==> config.mk <==
export PLATFORM = sky130hd
export DESIGN_NAME = pdd_decoder
export DESIGN_NICKNAME = d
export VERILOG_FILES = /design/src/design/pdd_pkg.sv /design/src/design/pdd_sync3.sv /design/src/design/pdd_decoder.sv
export SDC_FILE = /design/constraint.sdc
export NUM_CORES = 1
export LEC_CHECK = 0
export ABC_AREA = 1
export BUFFER_PORTS_ARGS = -buffer_cell sky130_fd_sc_hd__buf_4
export CAP_MARGIN = 40
export CORE_ASPECT_RATIO = 0.8
export CORE_MARGIN = 3
export CORE_UTILIZATION = 51
export DETAILED_ROUTE_END_ITERATION = 8
export MAX_ROUTING_LAYER = met4
export PLACE_DENSITY_LB_ADDON = 0.12
export SLEW_MARGIN = 20
export SYNTH_ARGS = -nofsm -noshare
export SYNTH_HDL_FRONTEND = slang
export SYNTH_SLANG_ARGS = --single-unit
==> constraint.sdc <==
create_clock -name ref_clk -period 1.75 [get_ports ref_clk]
set_input_delay 0.175 -clock ref_clk [delete_from_list [all_inputs] [get_ports ref_clk]]
set_output_delay 0.175 -clock ref_clk [all_outputs]
set_load 0.1 [all_outputs]
==> src/design/pdd_pkg.sv <==
package pdd_pkg;
  // instruction word fields
  localparam int OPC_HI      = 31;
  localparam int OPC_LO      = 28;
  localparam int CNT1_HI     = 11;
  localparam int CNT1_LO     = 0;
  localparam int BEN_HI      = 15;
  localparam int BEN_LO      = 12;
  localparam int OFS_HI      = 13;
  localparam int OFS_LO      = 12;
  localparam int STS_CLR_HI  = 19;
  localparam int STS_CLR_LO  = 16;
  localparam int STS_SET_HI  = 23;
  localparam int STS_SET_LO  = 20;
  localparam int IRQ_BIT     = 24;
  localparam int LAST_BIT    = 26;
  localparam int FIRST_BIT   = 27;
  localparam int CNT3_HI     = 27;
  localparam int CNT3_LO     = 16;

  // opcodes handled here
  localparam logic [3:0] OPC_CONT_WRITE  = 4'h5;
  localparam logic [3:0] OPC_DISCARD     = 4'h2;
  localparam logic [3:0] OPC_PLANAR_DISC = 4'ha;
  localparam logic [3:0] OPC_LUMA_WRITE  = 4'hb;

  localparam logic [3:0]  STATUS_RESET = 4'h0;
  localparam logic [31:0] ADDR_RESET   = 32'h0000_0000;

  typedef enum logic [2:0] {
    PDD_CMD_NONE        = 3'h0,
    PDD_CMD_CONT_WRITE  = 3'h1,
    PDD_CMD_DISCARD     = 3'h2,
    PDD_CMD_PLANAR_DISC = 3'h3,
    PDD_CMD_LUMA_WRITE  = 3'h4
  } pdd_cmd_t;

  typedef enum logic [2:0] {
    PDD_FETCH0 = 3'h0,
    PDD_FETCH1 = 3'h1,
    PDD_FETCH2 = 3'h2,
    PDD_EXEC   = 3'h3,
    PDD_HALT   = 3'h4
  } pdd_state_t;
endpackage : pdd_pkg

==> src/design/pdd_sync3.sv <==
`timescale 1ns/100ps
module pdd_sync3 (
  input  wire logic ref_clk,
  input  wire logic reset,
  input  wire logic async_in,
  output logic      sync_out
);
  typedef struct packed {
    logic s1;
    logic s2;
    logic s3;
    logic out;
  } pdd_sync_t;

  pdd_sync_t q;
  pdd_sync_t d;

  always_comb begin
    d    = q;
    d.s1 = async_in;
    d.s2 = q.s1;
    d.s3 = q.s2;
    // accept a change once stages two and three agree
    if (q.s2 == q.s3) begin
      d.out = q.s3;
    end
  end

  always_ff @(posedge ref_clk) begin
    if (reset) begin
      q <= '0;
    end else begin
      q <= d;
    end
  end

  assign sync_out = q.out;
endmodule : pdd_sync3

==> src/design/pdd_decoder.sv <==
`timescale 1ns/100ps
module pdd_decoder (
  input  wire logic             ref_clk,
  input  wire logic             reset,
  input  wire logic             program_enable,
  input  wire logic             instr_valid,
  input  wire logic [31:0]      instr_word,
  input  wire logic             exec_done,
  input  wire logic             fifo_line_end,
  output logic                  instr_ready,
  output logic                  cmd_valid,
  output pdd_pkg::pdd_cmd_t     cmd_op,
  output logic [11:0]           cmd_count1,
  output logic [11:0]           cmd_count2,
  output logic [11:0]           cmd_count3,
  output logic [3:0]            cmd_byte_en,
  output logic [1:0]            cmd_offset,
  output logic [31:0]           cmd_addr,
  output logic                  cmd_line_first,
  output logic                  cmd_line_last,
  output logic [3:0]            program_status_flags,
  output logic                  done_irq,
  output logic                  error_irq,
  output logic                  halted,
  output logic                  aborting
);
  typedef struct packed {
    pdd_pkg::pdd_state_t st;
    logic                ready;
    logic                cmd_valid;
    pdd_pkg::pdd_cmd_t   op;
    logic [11:0]         cnt1;
    logic [11:0]         cnt2;
    logic [11:0]         cnt3;
    logic [3:0]          ben;
    logic [1:0]          ofs;
    logic [31:0]         addr;
    logic                first;
    logic                last;
    logic [3:0]          sts_clr;
    logic [3:0]          sts_set;
    logic                irq_req;
    logic [31:0]         target;
    logic [3:0]          status;
    logic                done_irq;
    logic                err_irq;
    logic                skip;
    logic                en_prev;
    logic                halted;
  } pdd_dec_t;

  pdd_dec_t q;
  pdd_dec_t d;
  logic     en_s;
  logic     accept;
  logic     issue;
  logic [3:0] opc;

  pdd_sync3 u_en_sync (
    .ref_clk  (ref_clk),
    .reset    (reset),
    .async_in (program_enable),
    .sync_out (en_s)
  );

  assign accept = instr_valid && q.ready;
  assign opc    = instr_word[pdd_pkg::OPC_HI:pdd_pkg::OPC_LO];

  always_comb begin
    d           = q;
    issue       = 1'b0;
    d.cmd_valid = 1'b0;
    d.done_irq  = 1'b0;
    d.err_irq   = 1'b0;
    d.en_prev   = en_s;
    case (q.st)
      pdd_pkg::PDD_FETCH0: begin
        if (accept) begin
          d.cnt1    = instr_word[pdd_pkg::CNT1_HI:pdd_pkg::CNT1_LO];
          d.ben     = instr_word[pdd_pkg::BEN_HI:pdd_pkg::BEN_LO];
          d.ofs     = instr_word[pdd_pkg::OFS_HI:pdd_pkg::OFS_LO];
          d.sts_clr = instr_word[pdd_pkg::STS_CLR_HI:pdd_pkg::STS_CLR_LO];
          d.sts_set = instr_word[pdd_pkg::STS_SET_HI:pdd_pkg::STS_SET_LO];
          d.irq_req = instr_word[pdd_pkg::IRQ_BIT];
          d.first   = instr_word[pdd_pkg::FIRST_BIT];
          d.last    = instr_word[pdd_pkg::LAST_BIT];
          d.cnt2    = '0;
          d.cnt3    = '0;
          if (opc == pdd_pkg::OPC_CONT_WRITE) begin
            d.op   = pdd_pkg::PDD_CMD_CONT_WRITE;
            d.addr = q.target;
            issue  = 1'b1;
          end else if (opc == pdd_pkg::OPC_DISCARD) begin
            d.op  = pdd_pkg::PDD_CMD_DISCARD;
            d.addr = q.target;
            issue = 1'b1;
          end else if (opc == pdd_pkg::OPC_PLANAR_DISC) begin
            d.op = pdd_pkg::PDD_CMD_PLANAR_DISC;
            d.st = pdd_pkg::PDD_FETCH1;
          end else if (opc == pdd_pkg::OPC_LUMA_WRITE) begin
            d.op = pdd_pkg::PDD_CMD_LUMA_WRITE;
            d.st = pdd_pkg::PDD_FETCH1;
          end else begin
            d.err_irq = 1'b1;
            d.st      = pdd_pkg::PDD_HALT;
          end
        end
      end
      pdd_pkg::PDD_FETCH1: begin
        if (accept) begin
          d.cnt2 = instr_word[pdd_pkg::CNT1_HI:pdd_pkg::CNT1_LO];
          d.cnt3 = instr_word[pdd_pkg::CNT3_HI:pdd_pkg::CNT3_LO];
          if (q.op == pdd_pkg::PDD_CMD_PLANAR_DISC) begin
            d.addr = q.target;
            issue  = 1'b1;
          end else begin
            d.st = pdd_pkg::PDD_FETCH2;
          end
        end
      end
      pdd_pkg::PDD_FETCH2: begin
        if (accept) begin
          d.addr   = instr_word;
          d.target = instr_word;
          issue    = 1'b1;
        end
      end
      pdd_pkg::PDD_EXEC: begin
        if (fifo_line_end && !q.last) begin
          d.skip = 1'b1;
          d.st   = pdd_pkg::PDD_FETCH0;
        end else if (exec_done) begin
          d.status   = (q.status & ~q.sts_clr) | q.sts_set;
          d.done_irq = q.irq_req;
          if (q.op == pdd_pkg::PDD_CMD_CONT_WRITE || q.op == pdd_pkg::PDD_CMD_DISCARD ||
              q.op == pdd_pkg::PDD_CMD_LUMA_WRITE) begin
            d.target = q.target + {20'h00000, q.cnt1};
          end
          d.st = pdd_pkg::PDD_FETCH0;
        end
      end
      pdd_pkg::PDD_HALT: begin
        if (en_s && !q.en_prev) begin
          d.st   = pdd_pkg::PDD_FETCH0;
          d.skip = 1'b0;
        end
      end
      default: begin
        d.st = pdd_pkg::PDD_FETCH0;
      end
    endcase
    if (issue) begin
      if (q.skip) begin
        d.st = pdd_pkg::PDD_FETCH0;
        if (d.last) begin
          d.skip = 1'b0;
        end
      end else begin
        d.cmd_valid = 1'b1;
        d.st        = pdd_pkg::PDD_EXEC;
      end
    end
    if (!en_s && q.st != pdd_pkg::PDD_HALT) begin
      d.st        = pdd_pkg::PDD_FETCH0;
      d.cmd_valid = 1'b0;
      d.skip      = 1'b0;
    end
    d.ready = en_s && (d.st == pdd_pkg::PDD_FETCH0 || d.st == pdd_pkg::PDD_FETCH1 ||
                       d.st == pdd_pkg::PDD_FETCH2);
    d.halted = (d.st == pdd_pkg::PDD_HALT);
  end

  always_ff @(posedge ref_clk) begin
    if (reset) begin
      q        <= '0;
      q.status <= pdd_pkg::STATUS_RESET;
      q.target <= pdd_pkg::ADDR_RESET;
    end else begin
      q <= d;
    end
  end

  assign instr_ready          = q.ready;
  assign cmd_valid            = q.cmd_valid;
  assign cmd_op               = q.op;
  assign cmd_count1           = q.cnt1;
  assign cmd_count2           = q.cnt2;
  assign cmd_count3           = q.cnt3;
  assign cmd_byte_en          = q.ben;
  assign cmd_offset           = q.ofs;
  assign cmd_addr             = q.addr;
  assign cmd_line_first       = q.first;
  assign cmd_line_last        = q.last;
  assign program_status_flags = q.status;
  assign done_irq             = q.done_irq;
  assign error_irq            = q.err_irq;
  assign halted               = q.halted;
  assign aborting             = q.skip;

  logic w0_acc;
  assign w0_acc = accept && q.st == pdd_pkg::PDD_FETCH0 && en_s;
endmodule : pdd_decoder

# Word level (Yosys, flattened, before mapping)
# Cells that the tools add are included.
# word_totals
register_bits	138
out_inout_bits	89
# op_classes
addsub	1
n_eq_ne	25
muxes	47
bitwise	9
n_reduce_logical	28
# op_table
cell	n
$mux W32	6
$pmux W32 S3	1
$mux W37	2
$mux W73	1
$pmux W32 S2	1
$mux W3	16
$pmux W24 S2	1
$add A32 B12 Y32	1
$mux W24	1
$eq A3 B2 Y1 const B	5
$pmux W3 S5	1
$ne A2 B2 Y1 const B	7
$mux W1	13
$mux W10	1
$eq A3 B1 Y1 const B	3
$eq A3 B3 Y1 const B	3
$reduce_and A3 Y1	3
$eq A4 B4 Y1 const B	2
$logic_not A3 Y1	2
$ne A3 B3 Y1 const B	2
$not A1 Y1	6
$reduce_and A6 Y1	1
$reduce_or A6 Y1	1
$logic_and A1 B1 Y1	5
19 further kinds	25

# Depth between registers and ports, before layout
# Gate-level depths: netlist (run 1).
# depth
ltp_word	13
depth_mapped	13
ltp_nobuf	13

# Modules after synthesis
# From an unflattened synthesis (run 1), not the netlist that was laid out.
# unflattened
cells_unflattened	1117
area_unflattened_um2	7526.0
# modules_own_cells
mod	n_inst	cells_each	area_each_um2	seq_area_each_um2
pdd_decoder	1	1104	7404.6	2642.5
pdd_sync3	1	13	121.4	80.1

# Least setup slack after synthesis (run 1)
# No wires, ideal clock.
# synth_path
path_type	register to register
from	reg q, in the netlist cmd_line_last
to	reg q[34] (netlist name)
setup_time_ns	0.119
arrival_ns	2.130
required_time_ns	1.631
setup_slack_ns	-0.500
stages_incl_launch_ff	9
synth_period_minus_slack_ns	2.250
path_cell_list	dfxtp_1 > nor2_1 > nor3_2 > nand4_1 > o21ai_2 > inv_2 > clkbuf_1 > a21oi_1 > a21oi_1
# synth_between
elab_chain_len	4
# synth_rtl
item	line	source
start, declared	pdd_decoder.sv:52	pdd_dec_t q;
$logic_not A1 Y1	pdd_decoder.sv:129	if (fifo_line_end && !q.last) begin
$logic_and A1 B1 Y1	pdd_decoder.sv:129	
$ne A2 B2 Y1 (no line)	--	
$reduce_and A5 Y1 (no line)	--	
# No other way between the ends.
# A chain may end at the register's enable or synchronous reset.

# Final worst setup path (run 1)
# layout_path
from	reg q[9] (netlist name)
to	reg q[15] (netlist name)
# layout_between
elab_chain_len	5
# layout_rtl
item	line	source
$add A32 B12 Y32	pdd_decoder.sv:137	d.target = q.target + {20'h00000, q.cnt1};
$mux W32	pdd_decoder.sv:135	if (q.op == pdd_pkg::PDD_CMD_CONT_WRITE || q.op == pdd_pkg::PDD_CMD_DISCARD ||
$mux W37	pdd_decoder.sv:132	end else if (exec_done) begin
$mux W37	pdd_decoder.sv:129	
$pmux W32 S2	pdd_decoder.sv:76	case (q.st)
# No other way between the ends. The select of a mux whose other input is x is not followed.

==> summary.txt, run 1 <==
Status: finished, violations left
Violations in the final reports: negative setup slack
Residual antenna-violating net count after detailed routing: 0
Worst Setup End Kind: flop
Mapped Cells: 1105
Worst rel slew slack: 70.8%
Number of hold-slack violations in the final timing report: 0
Largest voltage drop on the vdd net: 0.663 mV
Main flop type after synthesis: sky130_fd_sc_hd__dfxtp_1
Clock Skews: 0.0113 ns
Number of antenna violations at the first check in global routing: 0
Cells on Worst Hold Path: 3
Routed length on met3: 1530 um
Power density of the placed cells: 708 mW/mm^2
Metal-1 WL: 10700 um
Initial drt markers: 617
Setup repair after global routing missed its margin: true
Final-layout setup total negative slack: -0.0719 ns
Die span in x: 141 um
Data arrival at the endpoint of the critical path: 2.13 ns
Static power due to leakage: 4.22 nW
Count of antenna diodes in the layout: 0
Actual slew at the worst max-slew pin: 0.438 ns
MaxCap Viol Count: 0
Netlist area before placement: 0.00740 mm^2
Fraction of layout cells with a size suffix above 1: 30.0%
Ports: 127
Number of distinct library cells after synthesis: 33
Routed length per instance: 16.3 um
Portion of the post-synthesis area used by sequential elements: 36.8%
Number of cells on the worst reg-to-reg path: 9
Standard-cell rows: 38
Path category of the worst min-delay check: input pin to flop
Total grt overflow: 0
Path type of the worst setup path: flop to flop
Global-route total usage across every layer: 29.1%
Crit path max fanout: 4
Final period util: 101%
Maximum number of pins on one net before global-route repair: 75
Reg-to-reg slack, setup: -0.02 ns
Reg2reg end: q[15]
Post-route setup slack: -0.0218 ns
Core footprint: 0.0139 mm^2
Number of enable-type register cells in the synthesized netlist: 0
Buffers on Ports: 126
Highest routed layer: met4
Total Die Area: 0.0160 mm^2
Clock Path Buffers: 2
Stage delay of the slowest cell on the critical path: 0.41 ns
Most common cell after layout, fill and taps aside: sky130_fd_sc_hd__buf_4
Growth of design area from synthesis to finish: 32.0%
Post-layout total power: 6.91 mW
Root buffer selected by CTS: sky130_fd_sc_hd__clkbuf_16
Capture endpoint of the worst hold path: cmd_count2[1]
Final weighted congestion in routability-driven placement: 0.956
Synthesis-stage register bit count: 136
Clock slew at the register clock pins of the worst setup and hold paths: 0.06 ns
Wire length of the first global-routing pass: 36400 um
1st-pass router iterations: 5
Final Non-Filler Cells: 1418
FMAX: 0.564 GHz
Startpoint of the lowest-slack hold path: instr_word[1]
Number of H-tree branching levels: 4
Crit path buf inv count: 1
Data required time of the critical path: 2.10 ns
Fraction of registers with async set/reset: 0%
Smallest hold slack: 0.0289 ns
Num CTS Buffers: 17
Clock tree sinks: 136
Most frequent cells in the layout: sky130_fd_sc_hd__buf_4, sky130_fd_sc_hd__nand2_1, sky130_fd_sc_hd__nor2_1
Mean cell area of the mapped netlist: 6.69 um^2
DRC viols: 0
Placed standard-cell area: 0.00857 mm^2
Number of failing setup endpoints in the final timing report: 7
Source of the worst register-to-register timing path: q[9]
Utilization after layout: 70.3%
Clock tree from TritonCTS: done
Number of pins with negative max-slew slack in the final report: 0
Vias in the first global route: 7006
Detailed Route WL: 23100 um
Cell area after layout: 0.00976 mm^2
Post-detail-place hpwl: 16400 um
Syn Nets: 1156
Tmin final: 1.77 ns
Worst-path cell with the longest stage delay: sky130_fd_sc_hd__fa_2
Placed Instances: 1377
Startpoint kind of the worst setup timing path: flop
Vias per Instance: 5.35
Clock latency reported for the late side of the worst-skew pair: 0.42 ns
Minimum setup slack after placement: -0.164 ns
Chain of cells forming the critical path: ha_4, fa_2, nand3_2, nand3_4, nand2_2, nand2_4, buf_6, a21o_1, a21oi_2
Routed wire length on met2: 10600 um
Warnings, synthesis: 0
Count of vias placed by the detailed router: 7592
Die Y: 114 um
Net total in the final layout: 1276
Cell type group with the largest total delay on the critical path: adder cells
Starting Density: 53.3%
-- layer usage --
metal	up-vias	track usage [%]
met4	0	7.62
met2	252	45.2
met1	3536	39.0
met3	30	5.99
met5	-	-
li1	3774	-
-- worst reg2reg max path, cell delays in order (launching register included) --
cell,delay [ns]
sky130_fd_sc_hd__dfxtp_2,0.34
sky130_fd_sc_hd__ha_4,0.17
sky130_fd_sc_hd__fa_2,0.41
sky130_fd_sc_hd__nand3_2,0.10
sky130_fd_sc_hd__nand3_4,0.11
sky130_fd_sc_hd__nand2_2,0.09
sky130_fd_sc_hd__nand2_4,0.06
sky130_fd_sc_hd__buf_6,0.12
sky130_fd_sc_hd__a21o_1,0.18
sky130_fd_sc_hd__a21oi_2,0.13
-- area by class of cell --
type	instances	area, um^2
clock buffer	19	443
clock inverter	13	145
fill	1199	4120
inverter	105	404
multi-input combinational	736	3960
sequential	136	2750
tap	180	225
timing repair buffer	229	1840
-- cells by family (layout without fill, tap and decap cells) --
| family | count (synthesis) | after routing | share of synthesized area [%] |
|---|---|---|---|
| buffers and inverters | 233 | 366 | 16.1 |
| XOR/XNOR | 3 | 3 | 0.355 |
| multiplexers | 1 | 1 | 0.135 |
| flip-flops | 136 | 136 | 36.8 |
| AO/OA/AOI/OAI | 262 | 262 | 18.8 |
| AND/OR/NAND/NOR | 457 | 457 | 25.5 |
| adder cells (fa/ha/maj) | 13 | 13 | 2.30 |
-- cell usage after synthesis, drive strengths merged, types with 2 or more instances --
cell | count | area (um^2)
nand2 | 216 | 811
nor2 | 137 | 514
dfxtp | 136 | 2720
a21oi | 120 | 601
o21ai | 110 | 554
inv | 104 | 390
buf | 90 | 653
nand3 | 70 | 360
clkbuf | 38 | 143
a22oi | 26 | 195
nor3 | 17 | 90.1
ha | 12 | 150
nand4 | 7 | 43.8
and2 | 3 | 18.8
or2 | 3 | 18.8
xnor2 | 3 | 26.3
a21o | 2 | 15.0
nand3b | 2 | 15.0
-- state kept, by name, indices dropped and copies added (netlist names), 2 cells and up --
register,count
cmd_count3,12
cmd_count1,12
cmd_addr,32
cmd_op,3
cmd_byte_en,4
u_en_sync.d,2
q,45
cmd_count2,12
program_status_flags,4
-- power by group --
group,internal (mW),switching (mW)
clock,2.15,1.43
sequential,3.10,0.00142
combinational,0.0864,0.144
total,5.33,1.58
-- worst max path at each step --
stage	from	to	cells after the start
final	q[9]	q[15]	9
after global routing	q[9]	q[17]	9
after CTS	cmd_count1[11]	q[26]	10
after detailed placement	cmd_count1[10]	q[28]	10
after global placement	cmd_count1[10]	q[39]	11
after floorplan	cmd_line_last	q[34]	8
-- repair_timing --
action                                 4_1_cts  5_1_grt
hold buffers                                 3        0
endpoints found under the hold margin        5        0
cloned                                       0        0
pin swaps                                   11       23
gates resized for setup                     47       89
setup buffers                                1        5
setup endpoints to repair                   35       85
(Power assumes the default switching activity.)
==> run 2, diff against run 1 <==
- RECOVER_POWER: unset -> 50
==> run 2 against run 1 <==
The flow still finishes with violations (negative setup slack); hold slack got worse by 0.0043 ns; routed wire length fell by 0.36%; core utilization fell by 1.7 points; highest routed layer unchanged; setup slack got worse by 0.0067 ns; sequential power barely moved; sequential cell count did not move; clock skew rose by 0.0010 ns; final cell count did not move; global-route usage did not move; largest power group unchanged; clock power barely moved.
==> summary.txt, run 2 (same netlist as run 1, synthesis figures left out) <==
Cell area after layout: 0.00953 mm^2 (-2.4%)
Most common cell after layout, fill and taps aside: sky130_fd_sc_hd__nand2_1
Final period util: 102% (+0.38 points)
Die span in x: 141 um (unchanged)
Worst rel slew slack: 61.0% (-9.8 points)
Clock Path Buffers: 2 (unchanged)
Count of vias placed by the detailed router: 7595 (+0.040%)
Placed standard-cell area: 0.00857 mm^2 (unchanged)
Number of cells on the worst reg-to-reg path: 9 (unchanged)
Number of H-tree branching levels: 4 (unchanged)
Cells on Worst Hold Path: 3 (unchanged)
MaxCap Viol Count: 0 (unchanged)
Area taken by multi-input logic gates: 0.00396 mm^2 (about the same)
Standard-cell rows: 38 (unchanged)
Number of pins with negative max-slew slack in the final report: 0 (unchanged)
Starting Density: 53.3% (unchanged)
Status: finished, violations left
Clock tree from TritonCTS: done
Source of the worst register-to-register timing path: q[9]
Global-route total usage across every layer: 29.1% (unchanged)
Power density of the placed cells: 725 mW/mm^2 (+2.4%)
Clock latency reported for the late side of the worst-skew pair: 0.42 ns (about the same)
Startpoint of the lowest-slack hold path: instr_word[1]
Maximum number of pins on one net before global-route repair: 75 (unchanged)
Number of fillers in the final layout: 1257 (+4.8%)
Data arrival at the endpoint of the critical path: 2.13 ns (about the same)
Placed Instances: 1377 (unchanged)
Final Non-Filler Cells: 1418 (unchanged)
Violations in the final reports: negative setup slack
Vias per Instance: 5.36 (about the same)
Core footprint: 0.0139 mm^2 (unchanged)
Crit path max fanout: 4 (unchanged)
Reg2reg end: q[17]
Reg-to-reg slack, setup: -0.03 ns (about the same)
Post-detail-place hpwl: 16400 um (unchanged)
Routed length per instance: 16.3 um (-0.36%)
Setup repair after global routing missed its margin: true
Worst Setup End Kind: flop
Clock tree sinks: 136 (unchanged)
Register with the most flip-flops: q
Data required time of the critical path: 2.10 ns (about the same)
Tmin final: 1.78 ns (+0.00666 ns)
Ports: 127 (unchanged)
Clock slew at the register clock pins of the worst setup and hold paths: 0.06 ns (about the same)
Number of failing setup endpoints in the final timing report: 7 (unchanged)
Residual antenna-violating net count after detailed routing: 0 (unchanged)
Smallest hold slack: 0.0246 ns (-0.00427 ns)
Post-layout total power: 6.91 mW (about the same)
Path type of the worst setup path: flop to flop
Vias in the first global route: 7006 (unchanged)
Num CTS Buffers: 17 (unchanged)
Actual slew at the worst max-slew pin: 0.587 ns (+0.150 ns)
Static power due to leakage: 4.15 nW (-1.8%)
Utilization after layout: 68.6% (-1.7 points)
Net total in the final layout: 1276 (unchanged)
Buffers on Ports: 126 (unchanged)
Number of antenna violations at the first check in global routing: 0 (unchanged)
Growth of design area from synthesis to finish: 28.8%
Post-route setup slack: -0.0285 ns (-0.00666 ns)
Seq. cell area: 0.00275 mm^2 (unchanged)
1st-pass router iterations: 5 (unchanged)
Total grt overflow: 0 (unchanged)
Fraction of layout cells with a size suffix above 1: 29.9% (-0.16 points)
Clock Skews: 0.0123 ns (+0.00105 ns)
Detailed Route WL: 23100 um (-0.36%)
Initial drt markers: 575 (-6.8%)
Max FFs per register: 45 (unchanged)
Minimum setup slack after placement: -0.164 ns (unchanged)
Final weighted congestion in routability-driven placement: 0.956 (unchanged)
Most frequent cells in the layout: sky130_fd_sc_hd__nand2_1, sky130_fd_sc_hd__nor2_1, sky130_fd_sc_hd__buf_4
Die Y: 114 um (unchanged)
Capture endpoint of the worst hold path: cmd_count2[1]
DRC viols: 0 (unchanged)
Final-layout setup total negative slack: -0.0831 ns (-0.0112 ns)
FMAX: 0.562 GHz (-0.37%)
Total Die Area: 0.0160 mm^2 (unchanged)
Number of hold-slack violations in the final timing report: 0 (unchanged)
Root buffer selected by CTS: sky130_fd_sc_hd__clkbuf_16
Largest voltage drop on the vdd net: 0.666 mV (+0.45%)
Startpoint kind of the worst setup timing path: flop
Count of antenna diodes in the layout: 0 (unchanged)
Path category of the worst min-delay check: input pin to flop
Wire length of the first global-routing pass: 36400 um (unchanged)
[run 2: cell types whose count changed in the layout (fill, tap and decap cells not counted), sizes merged]
cell | previous run | this run
buf | 226 | 134
clkbuf | 19 | 111
[run 2: critical path, cell delays in order, from the launching register on]
cell,delay [ns]
sky130_fd_sc_hd__dfxtp_2,0.34
sky130_fd_sc_hd__ha_4,0.17
sky130_fd_sc_hd__fa_2,0.41
sky130_fd_sc_hd__nand3_2,0.10
sky130_fd_sc_hd__nand3_4,0.11
sky130_fd_sc_hd__nand2_2,0.10
sky130_fd_sc_hd__nand2b_4,0.07
sky130_fd_sc_hd__a21oi_2,0.15
sky130_fd_sc_hd__o21ai_1,0.12
sky130_fd_sc_hd__a21oi_1,0.13
[run 2: cell type report]
type | count | share of cell area (%)
multi-input combinational | 736 | 41.5
tap | 180 | 2.36
clock inverter | 13 | 1.52
clock buffer | 19 | 4.65
sequential | 136 | 28.8
inverter | 105 | 4.24
timing repair buffer | 229 | 16.8
[run 2: repair_timing]
action,CTS,global route
hold buffers,3,0
endpoints found under the setup margin,35,85
hold endpoints to repair,5,0
setup buffers,1,5
gates resized for setup,47,89
pin swaps,11,23
[run 2: per-layer routing]
layer	track usage [%]	vias to the layer above	wire length, um
met4	7.62	0	366
met3	5.99	36	1500
met2	45.2	260	10500
met1	39.0	3517	10700
li1	-	3782	-
met5	-	-	0
[run 2: worst max-delay path by stage]
stage,cells past startpoint,to,slack [ns],startpoint
6_report,9,q[17],-0.03,q[9]
5_1_grt,9,q[17],-0.17,q[9]
4_1_cts,10,q[26],0.002,cmd_count1[11]
3_5_place_dp,10,q[28],-0.16,cmd_count1[10]
3_3_place_gp,11,q[39],-0.16,cmd_count1[10]
2_1_floorplan,8,q[34],0.02,cmd_line_last
[run 2: power breakdown]
group / switching (mW) / total, mW / leakage, nW / internal (mW)
logic: 0.141 / 0.226 / 2.76 / 0.0848
clock network: 1.44 / 3.59 / 0.281 / 2.15
registers: 0.00141 / 3.10 / 1.10 / 3.10
total: 1.58 / 6.91 / 4.15 / 5.33
==> run 3, diff against run 2 <==
- REMOVE_ABC_BUFFERS: unset -> 1
==> run 3 against run 2 <==
The run still ends with negative setup slack left; combinational power barely moved; die area did not move; routed wire length rose by 1.3%; setup slack got worse by 0.014 ns; total power rose by 1.9%; non-clock buffer count rose by 4; maximum frequency fell by 0.79%; core utilization rose by 1.5 points; critical path type unchanged; critical endpoint is now q[15]; largest cell class unchanged.
==> summary.txt, run 3 (same netlist as run 1, synthesis figures left out) <==
Status: finished, violations left
Violations in the final reports: negative setup slack
Startpoint kind of the worst setup timing path: flop
Clock tree sinks: 136 (unchanged)
1st-pass router iterations: 5 (unchanged)
Die span in x: 141 um (unchanged)
Post-layout total power: 7.04 mW (+1.9%)
Number of cells on the worst reg-to-reg path: 8 (-1)
Post-route setup slack: -0.0426 ns (-0.0141 ns)
Number of failing setup endpoints in the final timing report: 16 (+9)
FMAX: 0.558 GHz (-0.79%)
Clock tree from TritonCTS: done
Max FFs per register: 45 (unchanged)
Vias per Instance: 5.36 (+0.16%)
Die Y: 114 um (unchanged)
Seq. cell area: 0.00276 mm^2 (+0.27%)
Final period util: 102% (+0.80 points)
Global-route total usage across every layer: 29.3% (+0.18 points)
Core footprint: 0.0139 mm^2 (unchanged)
Static power due to leakage: 4.20 nW (+1.3%)
Power density of the placed cells: 723 mW/mm^2 (-0.25%)
Tmin final: 1.79 ns (+0.0141 ns)
Count of antenna diodes in the layout: 0 (unchanged)
Maximum number of pins on one net before global-route repair: 75 (unchanged)
DRC viols: 0 (unchanged)
Largest voltage drop on the vdd net: 0.812 mV (+22%)
Residual antenna-violating net count after detailed routing: 0 (unchanged)
Count of vias placed by the detailed router: 7634 (+0.51%)
Net total in the final layout: 1281 (+0.39%)
Path category of the worst min-delay check: input pin to flop
Number of hold-slack violations in the final timing report: 0 (unchanged)
Capture point of the critical path: q[15]
Data arrival at the endpoint of the critical path: 2.10 ns (-0.03 ns)
Total grt overflow: 0 (unchanged)
Number of H-tree branching levels: 4 (unchanged)
Area taken by multi-input logic gates: 0.00408 mm^2 (+3.2%)
Num CTS Buffers: 17 (unchanged)
Crit path max fanout: 7 (+3)
Reg-to-reg slack, setup: -0.04 ns (about the same)
Worst setup path startpoint: q[132]
Wire length of the first global-routing pass: 36900 um (+1.4%)
Worst Setup End Kind: flop
Initial drt markers: 626 (+8.9%)
Standard-cell rows: 38 (unchanged)
Actual slew at the worst max-slew pin: 0.560 ns (-0.0272 ns)
Clock latency reported for the late side of the worst-skew pair: 0.43 ns (about the same)
Routed length per instance: 16.4 um (+0.91%)
Number of antenna violations at the first check in global routing: 0 (unchanged)
Data required time of the critical path: 2.05 ns (-0.05 ns)
Buffers on Ports: 126 (unchanged)
Utilization after layout: 70.1% (+1.5 points)
Growth of design area from synthesis to finish: 31.6%
Reg2reg end: q[15]
Most frequent cells in the layout: sky130_fd_sc_hd__nand2_1, sky130_fd_sc_hd__buf_4, sky130_fd_sc_hd__nor2_1
Register with the most flip-flops: q
Cells on Worst Hold Path: 3 (unchanged)
Post-detail-place hpwl: 16300 um (-0.57%)
Path type of the worst setup path: flop to flop
Total Die Area: 0.0160 mm^2 (unchanged)
Clock Path Buffers: 2 (unchanged)
Starting Density: 53.3% (unchanged)
Minimum setup slack after placement: -0.248 ns (-0.0838 ns)
Vias in the first global route: 7161 (+2.2%)
Number of fillers in the final layout: 1303 (+3.7%)
Ports: 127 (unchanged)
Clock slew at the register clock pins of the worst setup and hold paths: 0.06 ns (about the same)
Detailed Route WL: 23300 um (+1.3%)
Final weighted congestion in routability-driven placement: 0.971 (+1.6%)
Source of the worst register-to-register timing path: q[132]
Worst rel slew slack: 62.8% (+1.8 points)
Most common cell after layout, fill and taps aside: sky130_fd_sc_hd__nand2_1
MaxCap Viol Count: 0 (unchanged)
Fraction of layout cells with a size suffix above 1: 32.1% (+2.2 points)
Root buffer selected by CTS: sky130_fd_sc_hd__clkbuf_16
Setup repair after global routing missed its margin: true
Clock Skews: 0.00755 ns (-0.00478 ns)
Number of pins with negative max-slew slack in the final report: 0 (unchanged)
==> run 3: cell types whose count changed in the layout (fill, tap and decap cells not counted), sizes merged <==
cell / delta
inv: -1
clkinv: +3
buf: +9
bufinv: +1
dlygate4sd3: -2
clkinvlp: -1
clkbuf: -4
==> run 3: final cells by class <==
class | instances | area share (%)
clock buffers | 18 | 4.41
clock inverters | 14 | 1.77
inverters | 105 | 4.17
multi-input cells | 736 | 42.0
flip-flops and latches | 136 | 28.3
well taps | 180 | 2.31
repair buffers | 233 | 17.0
repair inverters | 1 | 0.0514
==> run 3: how the worst min path moves through the flow <==
stage               slack [ns]        endpoint           start
floorplan                 0.24  cmd_byte_en[0]           reset
global placement          0.39  u_en_sync.d[2]  program_enable
detailed placement        0.38  u_en_sync.d[2]  program_enable
CTS                       0.01           q[41]  instr_word[24]
global route              0.03   cmd_count1[2]   instr_word[2]
finish                    0.02   cmd_count2[3]   instr_word[3]
==> run 3: what timing repair did <==
action	CTS	global route
endpoints found under the setup margin	35	86
gates cloned	0	3
resized for setup	46	122
hold buffers	1	0
setup buffers	0	8
pin swaps	11	14
endpoints found under the hold margin	1	0
==> run 3: critical path, stage by stage, from the launching register on <==
cell                       delay, ns
sky130_fd_sc_hd__dfxtp_2        0.40
sky130_fd_sc_hd__nand3_4        0.10
sky130_fd_sc_hd__nor3_4         0.26
sky130_fd_sc_hd__nand4_1        0.19
sky130_fd_sc_hd__o21ai_4        0.14
sky130_fd_sc_hd__clkinv_4       0.17
sky130_fd_sc_hd__buf_12         0.19
sky130_fd_sc_hd__a21oi_1        0.15
sky130_fd_sc_hd__a21oi_2        0.07
==> run 3: power breakdown <==
group / switching, mW / internal [mW] / total [mW]
Sequential: 0.00150 / 3.10 / 3.10
Clock: 1.46 / 2.25 / 3.71
Combinational: 0.140 / 0.0861 / 0.226
Total: 1.60 / 5.43 / 7.04
==> run 3: routing by layer <==
metal / track usage, % / routed length, um
met1: 42.6 / 11500
met2: 42.9 / 10100
met3: 4.48 / 1480
met4: 7.17 / 309
met5: - / 0
==> run 3: metrics by stage <==
step / hold slack [ns] / cells / instance area [um^2] / TNS [ns]
2_1_floorplan: 0.244 / 977 / 6600 / -135.04
3_3_place_gp: 0.390 / 1379 / 8560 / -2.78
3_5_place_dp: 0.384 / 1379 / 8560 / -3.53
4_1_cts: 0.0119 / 1412 / 9410 / -0.140
5_1_grt: 0.0303 / 1423 / 9730 / -2.90
6_report: 0.0201 / 1423 / 9730 / -0.295
